### src/shared/pti_pkg.sv
// Constants, field layout and carrier types of the periodic timebase block
// Overview of operation
// [RL1] Eighteen divider stages, eight selectable taps
// [RL2] Counter held at zero while disabled
// [RL3] Counter advances on reference ticks when enabled
// [RL4] Selected tap rollover sets pending flag
// [RL5] Interrupt request when flag and enable
// [RL6] Acknowledge one clears flag, reads zero
// [RL7] Pending flag is read-only to software
// [RL8] First flag at half period, then full
// [RL9] Rate select decodes to eight dividers
// [RL10] Software keeps rate fixed while enabled
// [RL11] Reset clears interrupt and timebase enables
// [RL12] Wait mode counts on, register locked
// [RL13] Stop mode runs only with oscillator kept
// [RL14] Stop-mode rollover raises wake-up request
// [RL15] Flag sticky; request is a level
package pti_pkg;

  // Bus geometry
  localparam int          PTI_ADDR_W       = 4;
  localparam int          PTI_DATA_W       = 32;
  localparam int          PTI_BE_W         = 4;
  localparam int          PTI_REG_W        = 8;
  localparam logic [3:0]  PTI_CTRL_OFFSET  = 4'h0;

  // Field positions of timebase_control
  localparam int          PTI_FLAG_BIT     = 7;
  localparam int          PTI_RATE_LSB     = 4;
  localparam int          PTI_RATE_W       = 3;
  localparam int          PTI_ACK_BIT      = 3;
  localparam int          PTI_IE_BIT       = 2;
  localparam int          PTI_EN_BIT       = 1;
  localparam logic [7:0]  PTI_CTRL_RESET   = 8'h00;

  // Divider chain
  localparam int          PTI_STAGES       = 18;
  localparam int          PTI_TAP_IDX_W    = 5;
  // Tap bit per rate: 262144, 131072, 65536, 32768, 64, 32, 16, 8.
  // A tap bit rises at half the divider, then once per divider.
  localparam logic [7:0][4:0] PTI_TAP_BIT = {
    5'h02, 5'h03, 5'h04, 5'h05, 5'h0e, 5'h0f, 5'h10, 5'h11
  };

  // Timing: 200 MHz system clock, 4 MHz reference oscillator
  localparam int          PTI_CLK_PERIOD_PS = 5000;
  localparam int          PTI_REF_PERIOD_PS = 250000;
  localparam int          PTI_REF_DIV_CYC   = PTI_REF_PERIOD_PS / PTI_CLK_PERIOD_PS;
  localparam int          PTI_REF_CNT_W     = 8;

  typedef struct packed {
    logic [2:0] rate_select;
    logic       rollover_irq_enable;
    logic       timebase_enable;
  } pti_ctrl_t;

  localparam pti_ctrl_t   PTI_CTRL_INIT = '{rate_select: 3'h0,
                                            rollover_irq_enable: 1'b0,
                                            timebase_enable: 1'b0};

endpackage

### src/hdl/pti_timebase.sv
// Timebase top: Avalon-MM control register, pending flag and requests
`timescale 1ns/10ps
module pti_timebase #(
  parameter int STAGES  = pti_pkg::PTI_STAGES,
  parameter int REF_DIV = pti_pkg::PTI_REF_DIV_CYC
) (
  input  wire logic                          clock,
  input  wire logic                          arst_n,
  input  wire logic [pti_pkg::PTI_ADDR_W-1:0] avs_address,
  input  wire logic                          avs_read,
  input  wire logic                          avs_write,
  input  wire logic [pti_pkg::PTI_DATA_W-1:0] avs_writedata,
  input  wire logic [pti_pkg::PTI_BE_W-1:0]   avs_byteenable,
  output logic [pti_pkg::PTI_DATA_W-1:0]      avs_readdata,
  output logic                               avs_waitrequest,
  input  wire logic                          wait_mode,
  input  wire logic                          stop_mode,
  input  wire logic                          stop_osc_enable,
  output logic                               irq,
  output logic                               stop_wakeup,
  output logic                               counter_running
);
  import pti_pkg::*;

  typedef enum logic [0:0] {
    PTI_BUS_IDLE,
    PTI_BUS_ANSWER
  } pti_bus_state_t;

  pti_bus_state_t bus_state_r;
  pti_bus_state_t bus_state_nxt;

  pti_ctrl_t ctrl_r;
  pti_ctrl_t ctrl_nxt;

  logic flag_r;
  logic flag_nxt;

  // Bus decode
  logic request;
  logic hit;
  logic lane0;
  logic locked;
  logic accept;
  logic wr_take;
  logic wr_ctrl;
  logic ack_write;
  logic [PTI_REG_W-1:0] wbyte;
  logic [PTI_REG_W-1:0] ctrl_view;
  logic [PTI_DATA_W-1:0] rd_word;
  logic [PTI_DATA_W-1:0] readdata_nxt;

  // Timebase datapath
  logic ref_tick;
  logic advance_ok;
  logic rollover;
  logic irq_nxt;
  logic wakeup_nxt;
  logic running_nxt;

  // ---------------------------------------------------------------
  // Reference tick and divider chain
  // ---------------------------------------------------------------

  pti_ref_divider #(
    .DIV      (REF_DIV)
  ) u_ref_div (
    .clock    (clock),
    .arst_n   (arst_n),
    .ref_tick (ref_tick)
  );

  // [RL13] stop gating
  assign advance_ok = ~stop_mode | stop_osc_enable;

  // [RL1] divider chain
  pti_divider_chain #(
    .STAGES      (STAGES)
  ) u_chain (
    .clock       (clock),
    .arst_n      (arst_n),
    .ref_tick    (ref_tick),
    .enable      (ctrl_r.timebase_enable),
    .advance_ok  (advance_ok),
    .rate_select (ctrl_r.rate_select),
    .rollover    (rollover)
  );

  // ---------------------------------------------------------------
  // Avalon-MM slave, one wait state per access
  // ---------------------------------------------------------------

  assign request = avs_read | avs_write;
  assign hit     = (avs_address[PTI_ADDR_W-1:2] == PTI_CTRL_OFFSET[PTI_ADDR_W-1:2]);
  assign lane0   = avs_byteenable[0];

  // [RL12] locked in low power
  assign locked  = wait_mode | stop_mode;

  // A locked access is still answered so the master never hangs
  assign accept  = request & (bus_state_r == PTI_BUS_IDLE);

  // Write lands at the edge that sees waitrequest low
  assign wr_take = avs_write & (bus_state_r == PTI_BUS_ANSWER);
  assign wr_ctrl = wr_take & hit & lane0 & ~locked;
  assign wbyte   = avs_writedata[PTI_REG_W-1:0];

  // [RL6] acknowledge by one
  assign ack_write = wr_ctrl & wbyte[PTI_ACK_BIT];

  always_comb begin
    bus_state_nxt = bus_state_r;
    case (bus_state_r)
      PTI_BUS_IDLE: begin
        if (accept) begin
          bus_state_nxt = PTI_BUS_ANSWER;
        end
      end
      PTI_BUS_ANSWER: begin
        bus_state_nxt = PTI_BUS_IDLE;
      end
      default: begin
        bus_state_nxt = PTI_BUS_IDLE;
      end
    endcase
  end

  always_ff @(posedge clock or negedge arst_n) begin
    if (!arst_n) begin
      bus_state_r <= PTI_BUS_IDLE;
    end else begin
      bus_state_r <= bus_state_nxt;
    end
  end

  always_ff @(posedge clock or negedge arst_n) begin
    if (!arst_n) begin
      avs_waitrequest <= 1'b1;
    end else begin
      avs_waitrequest <= ~accept;
    end
  end

  // ---------------------------------------------------------------
  // Register view and read data
  // ---------------------------------------------------------------

  // [RL6] acknowledge reads zero
  always_comb begin
    ctrl_view                                      = PTI_CTRL_RESET;
    ctrl_view[PTI_FLAG_BIT]                        = flag_r;
    ctrl_view[PTI_RATE_LSB +: PTI_RATE_W]          = ctrl_r.rate_select;
    ctrl_view[PTI_ACK_BIT]                         = 1'b0;
    ctrl_view[PTI_IE_BIT]                          = ctrl_r.rollover_irq_enable;
    ctrl_view[PTI_EN_BIT]                          = ctrl_r.timebase_enable;
  end

  // Unmapped or locked reads return zero
  assign rd_word = {{(PTI_DATA_W-PTI_REG_W){1'b0}}, ctrl_view};

  assign readdata_nxt = (accept & avs_read & hit & ~locked) ? rd_word : '0;

  always_ff @(posedge clock or negedge arst_n) begin
    if (!arst_n) begin
      avs_readdata <= '0;
    end else if (accept) begin
      avs_readdata <= readdata_nxt;
    end
  end

  // ---------------------------------------------------------------
  // Control fields
  // ---------------------------------------------------------------

  // Rate is taken as written even when enabled; software is expected
  // to disable first, otherwise the first period after the change is short
  always_comb begin
    ctrl_nxt = ctrl_r;
    if (wr_ctrl) begin
      ctrl_nxt.rate_select         = wbyte[PTI_RATE_LSB +: PTI_RATE_W];
      ctrl_nxt.rollover_irq_enable = wbyte[PTI_IE_BIT];
      ctrl_nxt.timebase_enable     = wbyte[PTI_EN_BIT];
    end
  end

  // [RL11] reset clears enables
  always_ff @(posedge clock or negedge arst_n) begin
    if (!arst_n) begin
      ctrl_r <= PTI_CTRL_INIT;
    end else begin
      ctrl_r <= ctrl_nxt;
    end
  end

  // ---------------------------------------------------------------
  // Pending flag
  // ---------------------------------------------------------------

  // [RL7] no direct write
  // [RL15] sticky, set wins
  always_comb begin
    flag_nxt = flag_r;
    if (rollover) begin
      flag_nxt = 1'b1;
    end else if (ack_write) begin
      flag_nxt = 1'b0;
    end
  end

  // [RL4] set on rollover
  always_ff @(posedge clock or negedge arst_n) begin
    if (!arst_n) begin
      flag_r <= 1'b0;
    end else begin
      flag_r <= flag_nxt;
    end
  end

  // ---------------------------------------------------------------
  // Requests and status outputs
  // ---------------------------------------------------------------

  // [RL5] level interrupt
  assign irq_nxt = flag_nxt & ctrl_nxt.rollover_irq_enable;

  // [RL14] stop wake-up
  assign wakeup_nxt = irq_nxt & stop_mode & stop_osc_enable;

  assign running_nxt = ctrl_nxt.timebase_enable & advance_ok;

  always_ff @(posedge clock or negedge arst_n) begin
    if (!arst_n) begin
      irq <= 1'b0;
    end else begin
      irq <= irq_nxt;
    end
  end

  always_ff @(posedge clock or negedge arst_n) begin
    if (!arst_n) begin
      stop_wakeup <= 1'b0;
    end else begin
      stop_wakeup <= wakeup_nxt;
    end
  end

  always_ff @(posedge clock or negedge arst_n) begin
    if (!arst_n) begin
      counter_running <= 1'b0;
    end else begin
      counter_running <= running_nxt;
    end
  end

endmodule

### src/hdl/pti_ref_divider.sv
// Reference oscillator tick generator from the system clock
`timescale 1ns/10ps
module pti_ref_divider #(
  parameter int DIV = pti_pkg::PTI_REF_DIV_CYC
) (
  input  wire logic clock,
  input  wire logic arst_n,
  output logic      ref_tick
);
  import pti_pkg::*;

  logic [PTI_REF_CNT_W-1:0] cnt_r;
  logic [PTI_REF_CNT_W-1:0] cnt_nxt;
  logic                     wrap;

  localparam logic [PTI_REF_CNT_W-1:0] LAST = PTI_REF_CNT_W'(DIV - 1);

  assign wrap    = (cnt_r == LAST);
  assign cnt_nxt = wrap ? '0 : cnt_r + 1'b1;

  // Oscillator runs freely; gating is done by the consumer
  always_ff @(posedge clock or negedge arst_n) begin
    if (!arst_n) begin
      cnt_r    <= '0;
      ref_tick <= 1'b0;
    end else begin
      cnt_r    <= cnt_nxt;
      ref_tick <= wrap;
    end
  end

endmodule

### src/hdl/pti_divider_chain.sv
// Eighteen-stage binary divider with selectable rollover tap
`timescale 1ns/10ps
module pti_divider_chain #(
  parameter int STAGES = pti_pkg::PTI_STAGES
) (
  input  wire logic       clock,
  input  wire logic       arst_n,
  input  wire logic       ref_tick,
  input  wire logic       enable,
  input  wire logic       advance_ok,
  input  wire logic [2:0] rate_select,
  output logic            rollover
);
  import pti_pkg::*;

  logic [STAGES-1:0]        cnt_r;
  logic [STAGES-1:0]        cnt_nxt;
  logic [PTI_TAP_IDX_W-1:0] tap;
  logic                     step;
  logic                     tap_rise;

  // [RL9] rate to tap
  function automatic logic [PTI_TAP_IDX_W-1:0] tap_of(input logic [2:0] sel);
    tap_of = PTI_TAP_BIT[sel];
  endfunction

  assign tap      = tap_of(rate_select);
  // [RL3] advance on ticks
  assign step     = enable & advance_ok & ref_tick;
  assign cnt_nxt  = cnt_r + 1'b1;
  // [RL8] tap rising edge
  assign tap_rise = step & ~cnt_r[tap] & cnt_nxt[tap];

  // [RL2] hold zero disabled
  always_ff @(posedge clock or negedge arst_n) begin
    if (!arst_n) begin
      cnt_r <= '0;
    end else if (!enable) begin
      cnt_r <= '0;
    end else if (step) begin
      cnt_r <= cnt_nxt;
    end
  end

  // [RL4] rollover pulse
  always_ff @(posedge clock or negedge arst_n) begin
    if (!arst_n) begin
      rollover <= 1'b0;
    end else begin
      rollover <= tap_rise;
    end
  end

endmodule

### config.mk
export PLATFORM = sky130hd
export DESIGN_NAME = pti_timebase
export DESIGN_NICKNAME = d
export VERILOG_FILES = /design/src/shared/pti_pkg.sv /design/src/hdl/pti_timebase.sv /design/src/hdl/pti_ref_divider.sv /design/src/hdl/pti_divider_chain.sv
export SDC_FILE = /design/constraint.sdc
export NUM_CORES = 1
export LEC_CHECK = 0
export BUFFER_PORTS_ARGS = -buffer_cell sky130_fd_sc_hd__buf_4
export CORE_ASPECT_RATIO = 2
export CORE_UTILIZATION = 30
export DETAILED_ROUTE_END_ITERATION = 6
export RECOVER_POWER = 100
export SLEW_MARGIN = 20
export SYNTH_ARGS = -nofsm -noshare
export SYNTH_HDL_FRONTEND = slang
export SYNTH_SLANG_ARGS = --single-unit
### constraint.sdc
create_clock -name clock -period 2.7 [get_ports clock]
set_input_delay 0.54 -clock clock [delete_from_list [all_inputs] [get_ports clock]]
set_output_delay 0.54 -clock clock [all_outputs]
set_load 0.005 [all_outputs]
# == After elaboration in Yosys (flattened, before gate mapping) ==
# Memory sizes are Yosys's and may differ from the RTL's.
# Cells that the tools add are included.
# word_totals
elab_cells,61
register_bits,71
mem_bits_ro,40
n_memories,1
latch_bits,0
inputBits,47
ramBits,0
# memory_table
memory,depth,word_bits,read_ports,rd_ports_with_merged_regs,wr,line,rtl
(no name shown),8,5,1,0,0,pti_divider_chain.sv:24,tap_of = PTI_TAP_BIT[sel];
# op_classes
n_eq_ne,2
n_lt_le_gt_ge,2
div_mod_pow,0
n_addsub,2
n_bitwise,25
shifts,0
multipliers,0
reduce_logical,1
mux,14
# ops
operator,n
18-bit two-way mux,2
18-bit by 1-bit adder with 18-bit output (second input constant),1
1-bit AND,17
8-bit two-way mux,2
1-bit binary-select mux with 5-bit select,2
8-bit by 1-bit adder with 8-bit output (second input constant),1
8-bit by 6-bit equality test with 1-bit output (second input constant),1
5-bit by 6-bit < comparator with 1-bit output (second input constant),1
1-bit two-way mux,5
5-bit two-way mux,1
1-bit inverter,5
3-bit by 4-bit < comparator with 1-bit output (second input constant),1
1-bit bitwise OR,3
2-bit zero test,1
2-bit two-way mux,1
2-bit by 1-bit != test with 1-bit output (second input constant),1
1-bit case mux with 2 select lines,1

# == Logic depth before layout (Yosys ltp) ==
# logic_depth
ltp_word,10
depth_mapped,9
depth_no_buf,8

# == Hierarchy ==
# From an unflattened synthesis, not the netlist that was laid out.
# unflattened
cells_unflattened,288
area_unflattened_um2,2842.7
# by_module_without_submodules
module,area_each_um2,instances,cells_each,seq_area_each_um2
pti_divider_chain,1542.7,1,180,475.5
pti_timebase,897.1,1,74,426.7
pti_ref_divider,402.9,1,34,225.2

# == Worst setup path after synthesis ==
# Ideal clock, no wire load.
# synth_timing
path_type,register to register
startpoint,reg ctrl_r[4] (netlist name)
endpoint,reg u_chain.rollover
arrival_ns,2.295
period_less_slack_ns,2.389
slack_ns,0.311
stages_incl_launch_ff,10
cell_sequence,dfrtp_1 > inv_1 > ha_1 > buf_6 > mux4_2 > o2bb2ai_1 > o31ai_2 > o2111ai_1 > or4_1 > a211oi_1
# synth_between
elab_chain_len,7
elab_cells_between_ends,9
# synth_rtl
item,line,rtl
start: declaration,pti_timebase.sv:33,pti_ctrl_t ctrl_r;
start signal: assignment,pti_timebase.sv:191,ctrl_r <= ctrl_nxt;
memory read 8 x 5 bit *,n/a,
5-bit two-way mux (implied by the code) *,pti_divider_chain.sv:24,
1-bit binary-select mux with 5-bit select,pti_divider_chain.sv:32,assign tap_rise = step & ~cnt_r[tap] & cnt_nxt[tap];
1-bit two-way mux (implied by the code),pti_divider_chain.sv:32,
1-bit inverter,pti_divider_chain.sv:32,
1-bit AND,pti_divider_chain.sv:32,
1-bit AND *,pti_divider_chain.sv:32,
named net u_chain.tap_rise,pti_divider_chain.sv:20,logic tap_rise;
end signal: assignment,pti_divider_chain.sv:50,rollover <= tap_rise;
end: declaration,pti_divider_chain.sv:12,output logic rollover
# The timed path passes the listed nets; every way through them passes the cells marked *. The select of a mux whose other input is x is not followed.
# A chain may end at the register's enable or synchronous reset.

# == Worst setup path after layout ==
# Ends and elaborated chain as after synthesis.

==> out/results.txt <==
Counting I/O delays and the setup requirement, the final critical path takes 2.58 ns. The count of placed standard cells in the final layout, fillers left out was 418; the clock slew seen by the registers of the worst setup and hold paths was 0.07 ns. After filler insertion, the fill cell instance count of the layout stands at 930. Compound-gate portion of the synthesized area: 12.8%. The pin slew with the least headroom to its limit was 1.11 ns. For the static power due to leakage, the log shows 1.40 nW.

The tools report the post-detailed-placement half-perimeter wirelength as 5020 um. The total of hold buffers inserted after clock tree synthesis was 0; the total grt overflow was 0. The logs give 49 for the number of placement rows and 0.29 ns for the insertion delay to the later sink of the worst-skew pair.

TritonCTS built the clock tree. The finished layout cell area is 0.00315 sq mm. The worst pin sits at a relative slew slack of 25.8%. The final number of max-transition violations came out at 0. The logs give 2182 for the number of global-route vias before repair and 6650 um for the total detailed-routing wirelength.

The setup path with the least slack is of type flip-flop to flip-flop. Setup violations remaining at the end of the flow were counted as 0. The synthesized netlist devotes 21.0% of its cell area to simple gates. The post-synthesis xor/xnor area fraction is 7.54%, and the arrival time at the worst endpoint is 2.79 ns. The die height is 138 um, and the synthesized area per cell is 9.68 sq um. The peak supply drop is 0.340 mV. The number of detailed-routing iterations run before antenna repair is 4. The number of buffers added by the clock tree synthesis step was 5. For this design the top-level I/O count stands at 83.

The power after layout is 1.67 mW, and the number of clock sinks is 45. The worst register-to-register path has a depth of 8. The sequential share of the synthesized area is 40.4%, and the relative area change from synthesis to final layout is 12.8%.

For the post-layout worst setup margin, the log shows 0.118 ns. The run gives 30.9% as the starting utilization of the core area. The run gives 0.00298 sq mm as the instance area after placement.

The routed layout has 2138 vias. The longest clock path from root to sink contains 2 buffers. After global routing, the most crowded layer is met2.

Met1 routing resource usage after global routing: 13.8%. The netlist uses 56 different library cells. The share of cells above drive strength 1 was 18.4%; the post-synthesis adder-cell area fraction was 2.24%. The antenna cell count was 0; the average wire per cell in the routed design was 15.9 um.

The die covers 0.00971 sq mm. STA classifies the critical path startpoint as a flip-flop. After routing, the total negative slack on setup checks comes to 0 ns. The netlist area before placement was 0.00279 sq mm; the number of instances in the placed design was 410. The endpoint required time on the critical path is 2.91 ns.

The path type of the worst min-delay path is input pin to asynchronous set/reset pin. By area the synthesized netlist is led by dfrtp_1 39%, buf_4 7.0%, xnor2_1 5.3%. The run gives 0 as the final count of hold timing violations.

Of all cell types, the one taking the most synthesized area is dfrtp_1. By area, the combinational part of the netlist is dominated by simple AND/OR/NAND/NOR gates. The multiplexer fraction of the synthesized cell area was 3.14%.

In this run the clock root is driven by a clkbuf_16. The detail-routed via count per cell came out at 5.11. Power spread over the standard cell area amounts to 532 mW/mm^2. The max-cap check violation count was 0. Setup repair after global routing left no endpoint under its margin. In the final design database the tool counted 367 nets. Before CTS, the worst setup slack after placement is 0.0946 ns.

The Yosys step of the flow raised 0 warnings. Aggregate global-route resource usage: 14.6%. For this run, the leading register cell type out of synthesis is dfrtp_1. The run finished with clean final reports. CTS built an H-tree with a depth of 2.

The area of the core is 0.00901 sq mm, and the final worst-path cycle share is 95.6%. Synthesis handed over a netlist of 288 instances. The first global-routing pass estimated 10900 um of wire.

The peak clock frequency supported by timing is 387 MHz. Die boundary width: 70.2 um. The kind of end point of the critical path is a flip-flop. The tools report the global-route track usage on met2 as 28.0%.

The number of buffers inserted by port buffering is 25, and the clock skew is 0.00573 ns. In this run the biggest area consumer among cell types represents 39.5% of the synthesized area. The global routing met3 resource utilization came out at 1.60%.

In this run the worst path has a maximum fanout of 3. Routability-driven placement finished with a final weighted congestion of 0.929. The first routing iteration left 127 violations. The number of enable-type register cells in the synthesized netlist is 0, and the detailed-route DRC error count is 0. The synthesized design contains 45 register bits. Entering global routing, the biggest net connects 46 pins. For the antenna violation net count after detailed routing, the log shows 0. The initial antenna violation count was 0; the async set or reset register ratio after synthesis was 100%.
## registers in the layout, indices dropped and copies added, names as in the netlist
name,count
avs_readdata,6
avs_waitrequest,1
bus_state_r,1
counter_running,1
ctrl_r,5
flag_r,1
irq,1
stop_wakeup,1
u_chain.cnt_r,18
u_chain.rollover,1
u_ref_div.cnt_r,8
u_ref_div.ref_tick,1
## metal layers
| layer | vias to the layer above | part of all wire, % |
|---|---|---|
| met5 | - | 0 |
| met4 | 0 | 5.8 |
| met3 | 23 | 2.9 |
| met2 | 75 | 57 |
| met1 | 1029 | 35 |
| li1 | 1011 | - |
## per-stage QoR
stage / hold WS, ns / util (%)
finish: 0.447 / 34.9
global route: 0.474 / 34.9
global placement: 0.459 / 33.1
CTS: 0.263 / 35.0
detailed placement: 0.472 / 33.1
floorplan: 0.244 / -
## what timing repair did
item	4_1_cts	5_1_grt
resized for setup	0	3
setup endpoints to repair	0	1
setup buffers	0	0
## report_power, final
group / switching [mW] / internal [mW] / leakage, nW
Sequential: 0.0169 / 0.694 / 0.600
Combinational: 0.137 / 0.0994 / 0.712
Clock: 0.281 / 0.444 / 0.0848
## cells in the final DEF, fill, tap and decap left out, types with 3 or more instances in the layout
master     count
xor2_1         7
and4_1         4
a22o_1         6
clkbuf_16      5
nor4_1         4
nand4_1       10
ha_1           4
nand2_1       25
nor3_1         7
mux2_2         4
clkbuf_4      12
xnor2_1       17
a21oi_1        3
inv_1          9
a221oi_1       3
nand3_1        7
clkbuf_1       5
conb_1        26
a21boi_0       4
dfrtp_1       44
and3_1         7
buf_4         21
o21ai_0        6
and2_1         4
and2_0        12
nor2_1        14
nand2b_1       4
## logic make-up after synthesis
logic type               count (synthesis)
adder cells (fa/ha/maj)                  5
AO/OA/AOI/OAI                           45
multiplexers                             7
AND/OR/NAND/NOR                        108
XOR/XNOR                                24
other                                    1
buffers and inverters                   53
flip-flops                              45
## cell usage after synthesis, drive strengths merged (2+ instances only)
master	n
a21oi	3
nor4	4
and2	17
a221oi	3
ha	5
and3	7
buf	37
inv	9
dfrtp	44
xor2	7
a21boi	5
nand2b	4
o31ai	3
nand4	10
o2111ai	2
xnor2	17
nand2	25
mux2	4
o2bb2ai	2
mux2i	2
a22o	6
o21ai	6
nand3	7
o311ai	2
a211oi	2
clkbuf	7
and4	4
or3	2
nor2	14
nor3	7
## final cells by class
class	count	area [sq um]	share of cell area, %
multi-input combinational	215	1410	44.9
timing repair buffer	39	272	8.63
tap	102	128	4.06
clock inverter	3	47.5	1.51
sequential	45	1130	35.8
inverter	9	33.8	1.07
clock buffer	5	125	3.98
## path summary, 6_finish.rpt
check | startpoint | endpoint | slack, ns
setup reg to reg | ctrl_r[4] | u_chain.rollover | 0.12
hold / removal | arst_n | u_ref_div.cnt_r[5] | 0.45
setup / recovery | ctrl_r[4] | u_chain.rollover | 0.12
max in group asynchronous | arst_n | u_chain.cnt_r[17] | 1.57
hold reg to reg | u_chain.rollover | flag_r | 0.48
min in group clock | avs_writedata[6] | ctrl_r[4] | 0.45
## worst max-delay path, cell delays in order (launching register included)
cell       delay [ns]
dfrtp_1          0.39
inv_1            0.10
ha_2             0.21
mux4_2           0.49
o2bb2ai_1        0.15
o31ai_2          0.22
o2111ai_1        0.17
or4_4            0.58
a211oi_2         0.20
No activity file was read; power rests on OpenSTA's default activity.
